[src/eerp_defines.vh]
/*
 constants for the serial eeprom read and write-protect target.
 assumes inclusion by bare name from the design files.
*/
`ifndef EERP_DEFINES_VH
`define EERP_DEFINES_VH
// target address prefix, upper four bits (arbitrary value)
`define EERP_TYPE_PREFIX    4'h5
`define EERP_RW_BIT         0
`define EERP_ADDR_RESET     8'h00
`define EERP_BITS_PER_BYTE  4'h8
`define EERP_ACK_SLOT       4'h8
`define EERP_MEM_WORDS      256
`endif

[src/eerp_sync.v]
/*
 two flip-flop synchroniser for the serial clock, data and protect pins.
 assumes asynchronous pins and an active low asynchronous reset.
*/
`timescale 1ns/10ps
module eerp_sync #(
   parameter WIDTH = 3
) (
   // clock and reset
   input  wire             clk,
   input  wire             rst_b,
   // pins
   input  wire [WIDTH-1:0] d,
   output reg  [WIDTH-1:0] q
);
   reg [WIDTH-1:0] meta;
   // idle bus level is high, so reset to ones
   always @(posedge clk or negedge rst_b) begin
      if (!rst_b) begin
         meta <= {WIDTH{1'b1}};
         q    <= {WIDTH{1'b1}};
      end else begin
         meta <= d;
         q    <= meta;
      end
   end
endmodule // eerp_sync

[src/eerp_target.v]
/*
 target side of a 256-byte serial eeprom: reads, address counter, write protect.
 assumes scl and sda come from a bus master outside the clock domain, sda open-drain.
*/
`timescale 1ns/10ps
`include "eerp_defines.vh"
module eerp_target #(
   parameter DEPTH = `EERP_MEM_WORDS,
   parameter AW    = 8
) (
   // clock and reset
   input  wire CLK,
   input  wire RST_B,
   // serial bus
   input  wire SCL_I,
   input  wire SDA_I,
   output reg  SDA_O,
   output reg  SDA_OE,
   // write protect pin
   input  wire WP_I,
   // status
   output reg  BUSY
);
   localparam ST_IDLE = 3'h0;
   localparam ST_DEV  = 3'h1;
   localparam ST_ADDR = 3'h2;
   localparam ST_WDAT = 3'h3;
   localparam ST_RDAT = 3'h4;
   localparam ST_WAIT = 3'h5;

   wire [2:0]    pins;
   reg           scl_d;
   reg           sda_d;
   reg  [2:0]    state;
   reg  [3:0]    bitcnt;
   reg  [7:0]    shreg;
   reg  [AW-1:0] addr;
   reg           ack_phase;
   reg           ack_ok;
   // whole array kept here; no programming delay is modelled
   reg  [7:0]    mem [0:DEPTH-1];

   eerp_sync #(.WIDTH(3)) u_sync (
      .clk   (CLK),
      .rst_b (RST_B),
      .d     ({WP_I, SDA_I, SCL_I}),
      .q     (pins)
   );

   // pins arrive two clocks late, so the bus must run well below CLK
   wire scl  = pins[0];
   wire sda  = pins[1];
   wire wp   = pins[2];
   wire rise = scl & ~scl_d;
   wire fall = ~scl & scl_d;
   wire start_c = scl & scl_d & sda_d & ~sda;
   wire stop_c  = scl & scl_d & ~sda_d & sda;

   function dev_match;
      input [7:0] b;
      dev_match = (b[7:4] == `EERP_TYPE_PREFIX);
   endfunction

   // full-width increment: wraps 255 to 0 and crosses every page
   function [AW-1:0] addr_inc;
      input [AW-1:0] a;
      addr_inc = a + {{(AW-1){1'b0}}, 1'b1};
   endfunction

   // whether the byte just taken earns an acknowledge
   always @* begin
      ack_ok = 1'b0;
      case (state)
         ST_DEV: begin
            ack_ok = dev_match(shreg);
         end
         ST_ADDR: begin
            ack_ok = 1'b1;
         end
         ST_WDAT: begin
            ack_ok = ~wp;
         end
         default: begin
            ack_ok = 1'b0;
         end
      endcase
   end

   // previous pin samples for edge and start/stop detection
   always @(posedge CLK or negedge RST_B) begin
      // reset to the idle level so no false edge follows reset
      if (!RST_B) begin
         scl_d <= 1'b1;
         sda_d <= 1'b1;
      end else begin
         scl_d <= scl;
         sda_d <= sda;
      end
   end

   // bus held from start to stop; a repeated start keeps it high
   always @(posedge CLK or negedge RST_B) begin
      if (!RST_B) begin
         BUSY <= 1'b0;
      end else if (start_c) begin
         BUSY <= 1'b1;
      end else if (stop_c) begin
         BUSY <= 1'b0;
      end
   end

   always @(posedge CLK or negedge RST_B) begin
      if (!RST_B) begin
         state     <= ST_IDLE;
         bitcnt    <= 4'h0;
         shreg     <= 8'h00;
         addr      <= `EERP_ADDR_RESET;
         ack_phase <= 1'b0;
         SDA_O     <= 1'b0;  // open drain: the pin is only ever pulled low
         SDA_OE    <= 1'b0;
      end else begin
         // start and stop take priority over any bit edge
         if (start_c) begin
            // repeated start allowed mid-transfer
            state     <= ST_DEV;
            bitcnt    <= 4'h0;
            ack_phase <= 1'b0;
            SDA_OE    <= 1'b0;
         end else if (stop_c) begin
            state  <= ST_IDLE;
            SDA_OE <= 1'b0;
         end else if (rise && !ack_phase && state != ST_IDLE && state != ST_WAIT) begin
            shreg  <= {shreg[6:0], sda};
            bitcnt <= bitcnt + 4'h1;
         end else if (rise && ack_phase && state == ST_RDAT) begin
            if (sda) begin
               state <= ST_WAIT;
            end
         end else if (fall) begin
            if (ack_phase) begin
               // ninth clock done
               ack_phase <= 1'b0;
               bitcnt    <= 4'h0;
               SDA_OE    <= 1'b0;
               if (state == ST_RDAT) begin
                  // next byte per master ack
                  SDA_OE <= ~mem[addr][7];
                  shreg  <= mem[addr];
                  addr   <= addr_inc(addr);
               end
            end else if (state == ST_RDAT && bitcnt != `EERP_BITS_PER_BYTE) begin
               // each rise shifts left, so the next bit out is always the top one
               SDA_OE <= ~shreg[7];
            end else if (bitcnt == `EERP_ACK_SLOT) begin
               ack_phase <= 1'b1;
               SDA_O     <= 1'b0;
               SDA_OE    <= ack_ok;
               case (state)
                  ST_DEV: begin
                     if (ack_ok) begin
                        if (shreg[`EERP_RW_BIT]) begin
                           state <= ST_RDAT;
                        end else begin
                           state <= ST_ADDR;
                        end
                     end else begin
                        // wrong prefix: stay off the bus until the next start
                        state <= ST_WAIT;
                     end
                  end
                  ST_ADDR: begin
                     addr  <= shreg[AW-1:0];
                     state <= ST_WDAT;
                  end
                  ST_WDAT: begin
                     if (ack_ok) begin
                        // programming is outside this block; counter still advances
                        addr <= addr_inc(addr);
                     end else begin
                        // refused byte is dropped, array untouched
                        state <= ST_WAIT;
                     end
                  end
                  ST_RDAT: begin
                     // ack_ok is low here: line released for the master ack
                     state <= ST_RDAT;
                  end
                  default: begin
                     state <= ST_WAIT;
                  end
               endcase
            end
         end
      end
   end

   // write data path; an accepted byte is stored at the fall that opens its ack slot
   always @(posedge CLK) begin
      if (fall && !ack_phase && bitcnt == `EERP_ACK_SLOT && state == ST_WDAT && ack_ok) begin
         mem[addr] <= shreg;
      end
   end
endmodule // eerp_target
[config.mk]
export PLATFORM = sky130hd
export DESIGN_NAME = eerp_target
export DESIGN_NICKNAME = d
export VERILOG_FILES = /design/src/eerp_sync.v /design/src/eerp_target.v
export VERILOG_INCLUDE_DIRS = /design/src /design/src/src
export SDC_FILE = /design/constraint.sdc
export NUM_CORES = 2
export LEC_CHECK = 0
export BUFFER_PORTS_ARGS = -buffer_cell sky130_fd_sc_hd__buf_2
export CAP_MARGIN = 0
export CORE_MARGIN = 5
export CORE_UTILIZATION = 40
export DETAILED_ROUTE_END_ITERATION = 6
export MAX_ROUTING_LAYER = met4
export REMOVE_ABC_BUFFERS = 1
export SLEW_MARGIN = 20
export SYNTH_ARGS = -nofsm -noshare
export SYNTH_HDL_FRONTEND = slang
export SYNTH_SLANG_ARGS = --single-unit
[constraint.sdc]
create_clock -name CLK -period 7.2 [get_ports CLK]
set_input_delay 0.72 -clock CLK [delete_from_list [all_inputs] [get_ports CLK]]
set_output_delay 0.72 -clock CLK [all_outputs]
set_load 0.05 [all_outputs]
Word level (Yosys, flattened, before mapping)

Memories as Yosys holds them, arrays and structs flattened.
Index checks and enable logic that the tools add are counted.

Memories: 1
Output and inout bits: 3
Bits in writable memories: 2048
Register bits after elaboration: 34
Input bits: 5

Muxes and demuxes: 52
Equality and inequality tests: 22
Bitwise gates (word level): 18
Add/sub/neg operators: 2
Reductions and logical operators: 31

Memories:

| name | depth | bits a word | rd ports | clocked after memory_dff | write ports | line             | source |
|---|---|---|---|---|---|---|---|
| mem  | 256   | 8           | 1        | 0                        | 1           | eerp_target.v:41 | `reg [7:0] mem [0:DEPTH-1];` |

Operators by type and width:

| cell                | number |
|---|---|
| $mux 8              | 10 |
| $mux 3              | 12 |
| $mux 4              | 6 |
| $mux 1              | 21 |
| $pmux 8 s2          | 1 |
| $ne 3x3->1 const B  | 5 |
| $reduce_bool 3->1   | 5 |
| $pmux 3 s4          | 1 |
| $reduce_and 4->1    | 3 |
| $reduce_bool 2->1   | 6 |
| $not 1->1           | 11 |
| $logic_and 1x1->1   | 10 |
| $ne 2x2->1 const B  | 5 |
| $reduce_and 10->1   | 1 |
| $add 8x1->8 const B | 1 |
| $ne 4x4->1 const B  | 2 |
| $reduce_bool 4->1   | 2 |
| $and 1x1->1         | 7 |
| $reduce_and 7->1    | 1 |
| $eq 3x2->1 const B  | 2 |
| $reduce_and 6->1    | 1 |
| $ne 5x5->1 const B  | 1 |
| $reduce_bool 5->1   | 1 |
| $add 4x1->4 const B | 1 |
| other kinds (9)     | 9 |

Longest topological paths before layout

Depth in word-level cells: 12
Depth in mapped cells: 13

Cells and area by module

A second synthesis with hierarchy kept.

Cells, all modules: 3962
Area total of the unflattened synthesis: 81694.6 um^2

Modules (own cells, without submodules):

| module      | seq. area each (um^2) | cells an instance | area an instance (um^2) | instances |
|---|---|---|---|---|
| eerp_target | 62202.2               | 3956              | 81537.0                 | 1 |
| eerp_sync   | 157.7                 | 6                 | 157.7                   | 1 |

Least setup slack after synthesis

Ideal clock, no wire load.

Path kind: reg2reg
Start point: register shreg[6]
End point: register state[0]
Stages on the path, launching flop included: 8
Path buffers: 0
Data arrival time: 4.652 ns
Clock period less this slack: 4.777 ns
Setup slack: 2.423 ns
Path through: dfrtp_1 > nand2_1 > or4_1 > o21a_1 > nor3_1 > o21a_1 > o22ai_1 > mux2_2

Word-level cells in the longest chain between the ends: 12
Elaborated cells between the ends (all ways): 14
Classes of those cells: eq/ne (2); mux (11); reduce/logical (1)

Ends and longest elaborated chain:

| item                            | line              | source |
|---|---|---|
| start, declared                 | eerp_target.v:36  | `reg [7:0] shreg;` |
| start signal, assigned          | eerp_target.v:133 | `shreg <= {shreg[6:0], sda};` |
| start signal, assigned          | eerp_target.v:148 | `shreg <= mem[addr];` |
| $eq 4x3->1 (no source line) (*) | -                 |  |
| $pmux 1 s3 (*)                  | eerp_target.v:73  | `case (state)` |
| $mux 3                          | eerp_target.v:160 | `if (ack_ok) begin` |
| $pmux 3 s4                      | eerp_target.v:158 | `case (state)` |
| $mux 3                          | eerp_target.v:154 | `` end else if (bitcnt == `EERP_ACK_SLOT) begin `` |
| $mux 3                          | eerp_target.v:151 | `` end else if (state == ST_RDAT && bitcnt != `EERP_BITS_PER_BYTE) begin `` |
| $mux 3                          | eerp_target.v:140 | `if (ack_phase) begin` |
| $mux 3                          | eerp_target.v:139 | `end else if (fall) begin` |
| $mux 3                          | eerp_target.v:135 | `end else if (rise && ack_phase && state == ST_RDAT) begin` |
| $mux 3                          | eerp_target.v:132 | `end else if (rise && !ack_phase && state != ST_IDLE && state != ST_WAIT) begin` |
| $mux 3                          | eerp_target.v:129 | `end else if (stop_c) begin` |
| $mux 3                          | eerp_target.v:123 | `if (start_c) begin` |
| end signal, assigned            | eerp_target.v:125 | `state <= ST_DEV;` |
| end signal, assigned            | eerp_target.v:130 | `state <= ST_IDLE;` |
| end signal, assigned            | eerp_target.v:137 | `state <= ST_WAIT;` |
| end, declared                   | eerp_target.v:34  | `reg [2:0] state;` |

Every way passes the cells marked *; elsewhere a longest branch is shown, timed or not. The select of a mux whose other input is x is not followed.
A chain may end at the register's enable or synchronous reset.

Worst setup path in the final report

Start point: register bitcnt[0]
End point: memory mem[21][6], enable pin

Word-level cells in the longest chain between the ends: 6

Ends and longest elaborated chain:

| item                               | line              | source |
|---|---|---|
| start, declared                    | eerp_target.v:35  | `reg [3:0] bitcnt;` |
| start signal, assigned             | eerp_target.v:134 | `bitcnt <= bitcnt + 4'h1;` |
| $eq 4x4->1 (no source line)        | -                 |  |
| $logic_and 1x1->1 (no source line) | -                 |  |
| $logic_and 1x1->1 (2 in a row)     | eerp_target.v:199 | `` if (fall && !ack_phase && bitcnt == `EERP_ACK_SLOT && state == ST_WDAT && ack_ok) begin `` |
| $mux 1                             | eerp_target.v:199 |  |
| $mux 1 (not written as such)       | eerp_target.v:200 | `mem[addr] <= shreg;` |
| end, declared                      | eerp_target.v:41  |  |

Every way passes these cells.

==> out/qor.csv <==
metric,value,unit
dr_wl_met3,18.8,mm
path_clk_slew,0.06,ns
final-max-slew-violation-count,0,
grt_pass1_wl,300,mm
root_buffer,clkbuf_16,
grt_pass1_vias,39695,
fin_cells,6748,
synth_cell_types,70,
highest_layer,met4,
grtUsageTotal,0.204,
syn_area,81100,um2
crit_family,simple AND/OR/NAND/NOR gates,
route.vias.total,39705,
clk_latency,0.84,ns
worst_pin_slew,1.24,ns
synth_edf_count,2048,
dieArea,212000,um2
wl_met1,85.2,mm
max_clock_freq,218,MHz
final_common_cell,edfxtp_1,
wl_per_cell,31.4,um
start_kind,flip-flop,
dr_wl_met2,100,mm
viasPerCell,5.88,
synth.avg_cell_area,21.2,um2
power_density,311,nW/um2
drtAntennaViolNets,0,
finalSetupViolCount,0,
io_pins,8,
finalHoldViolCount,0,
htree_num_levels,4,
rsz0062_at_grt,no,
cp-end-kind,flip-flop,
cap_violations,0,
port-buffer-count,6,
status,"complete, no violations",
die_w,460,um
core,202000,um2
rr_worst_depth,8,
max_slew_margin,0.173,
initial_utilization,0.402,
wl,212,mm
cts_sinks,2082,
worst-path-buf-inv,1,
p_total,28.3,mW
critical_path_cell_count,8,
final_util,0.451,
worstSetupPathType,flip-flop to flip-flop,
layout.nets,3907,
clock_path_buffers,3,
grt-ovfl-total,0,
firstDrtPassIters,5,
layout_common_cells,"edfxtp_1, mux4_2, nor2_1, clkbuf_16, a22oi_1",
tritoncts,done,
skew,0.0393,ns
max-vdd-ir-drop,317,uV
cp_max_fo,16,
fin_tns_setup,0,ns
post_cts_buffers,0,
ys.flop_type,edfxtp_1,
path_cells,"inv_1, ha_1, nand3b_1, nor3_1, nand2_1, nor2_1, nand2_1, nor2_1",
ys_warn_count,0,
fin_crit_sh,0.636,
place_inst,6355,
min_period,4.58,ns
synth-seq-cells,2082,
async_flop_share,0.0163,
required,7.65,ns
syn-instance-count,3825,
yosysSeqAreaShare,0.769,
cts_buffers,204,
critPathSlowestCell,nor2_1,
die_h,460,um
drc_errors,0,
p_leak,26.6,nW
place.gp.congestion,0.889,
num_rows,165,
slowest_delay,0.91,ns
area_growth,12.2,%
drt-initial-drc-count,5036,
antenna_found_initial,7,
hp-class,input pin to async pin,
grt_max_degree,226,
drive_gt1_frac,0.235,
cp_data_arrival_time,5.03,ns
dp.final_hpwl,126,mm
[synth_stat cells (9+ instances only)]
| master | n | area share |
|---|---|---|
| clkbuf_1 | 104 | 0.0048 |
| dfrtp_1 | 26 | 0.0080 |
| nor2_1 | 298 | 0.014 |
| buf_1 | 18 | 0.00083 |
| buf_4 | 25 | 0.0023 |
| nor2b_1 | 15 | 0.0012 |
| buf_6 | 35 | 0.0049 |
| a31oi_1 | 13 | 0.0010 |
| a211oi_1 | 9 | 0.00083 |
| a221oi_1 | 16 | 0.0017 |
| mux2_2 | 22 | 0.0031 |
| nand2_1 | 98 | 0.0045 |
| a21oi_1 | 57 | 0.0035 |
| mux4_2 | 500 | 0.14 |
| a22o_1 | 10 | 0.0011 |
| a22oi_1 | 119 | 0.011 |
| edfxtp_1 | 2048 | 0.76 |
| o21ai_0 | 39 | 0.0024 |
| nor3_1 | 14 | 0.00086 |
| nand4_1 | 18 | 0.0014 |
| nand3_1 | 38 | 0.0023 |
| buf_2 | 41 | 0.0025 |
| o22ai_1 | 23 | 0.0018 |
| mux2i_1 | 108 | 0.013 |
| inv_1 | 9 | 0.00042 |
[registers in the layout (all words and copies together) (netlist names)]
name	cells
u_sync.meta	3
state	3
shreg	8
bitcnt	4
mem	2048
SDA_OE	1
ack_phase	1
scl_d	1
BUSY	1
sda_d	1
u_sync.q	3
addr	8
[layer usage]
metal	vias to the layer above	global-route usage
met2	1906	0.313
met3	406	0.0459
met1	21231	0.274
met4	0	0.0650
met5	-	-
li1	16162	-
[final timing paths]
| path | from | to | slack [ns] |
|---|---|---|---|
| min in group CLK | u_sync.meta[2] | u_sync.q[2] | 0.36 |
| setup reg to reg | bitcnt[0] | mem[21][6] | 2.62 |
| hold reg to reg | u_sync.meta[2] | u_sync.q[2] | 0.36 |
| setup / recovery | bitcnt[0] | mem[21][6] | 2.62 |
| max in group asynchronous | RST_B | addr[2] | 6.39 |
| hold / removal | RST_B | BUSY | 0.07 |
[cells by family (layout without fill, tap and decap cells)]
kind of cell / count (synthesis) / in the layout / share of synthesized area
other cells: 1 / 5 / 0.0000462
fa+ha+maj: 6 / 6 / 0.000926
xor+xnor: 4 / 4 / 0.000432
flops: 2082 / 2082 / 0.769
simple gates: 520 / 520 / 0.0274
buf+inv: 239 / 486 / 0.0173
mux: 632 / 632 / 0.156
compound gates: 341 / 341 / 0.0291
[layout make-up]
type | instances | area [um2]
antenna | 4 | 10.0
clock buffer | 258 | 5460
clock inverter | 124 | 1430
fill | 16828 | 111000
inverter | 9 | 33.8
multi-input combinational | 1504 | 17400
sequential | 2082 | 62400
tap | 2672 | 3340
timing repair buffer | 95 | 936
[per-stage QoR]
step	hold WS (ns)	area, um2	worst slack (ns)
after global routing	0.0746	91000	2.60
final	0.0667	91000	2.62
after global placement	0.345	84000	2.70
after floorplan	0.345	79700	-16.39
after detailed placement	0.347	84000	2.77
after CTS	0.0186	90900	2.74
[power by group]
part           total (mW)  internal (mW)  leakage, nW  switching [mW]
sequential           15.3           14.9         18.7           0.457
clock                10.9           6.35         3.34            4.57
combinational        2.02          0.350         4.61            1.67
total                28.3           21.6         26.6            6.70
[worst register-to-register path, stage by stage, from the launching register on]
cell	delay (ns)
dfrtp_1	0.42
inv_1	0.09
ha_1	0.14
nand3b_1	0.13
nor3_1	0.49
nand2_1	0.34
nor2_1	0.87
nand2_1	0.79
nor2_1	0.93
[what timing repair did]
item / 4_1_cts / 5_1_grt
hold endpoints to repair: 3 / 0
hold buffers: 3 / 0
gates resized for setup: 0 / 0
Power figures use the tool's default switching activity.
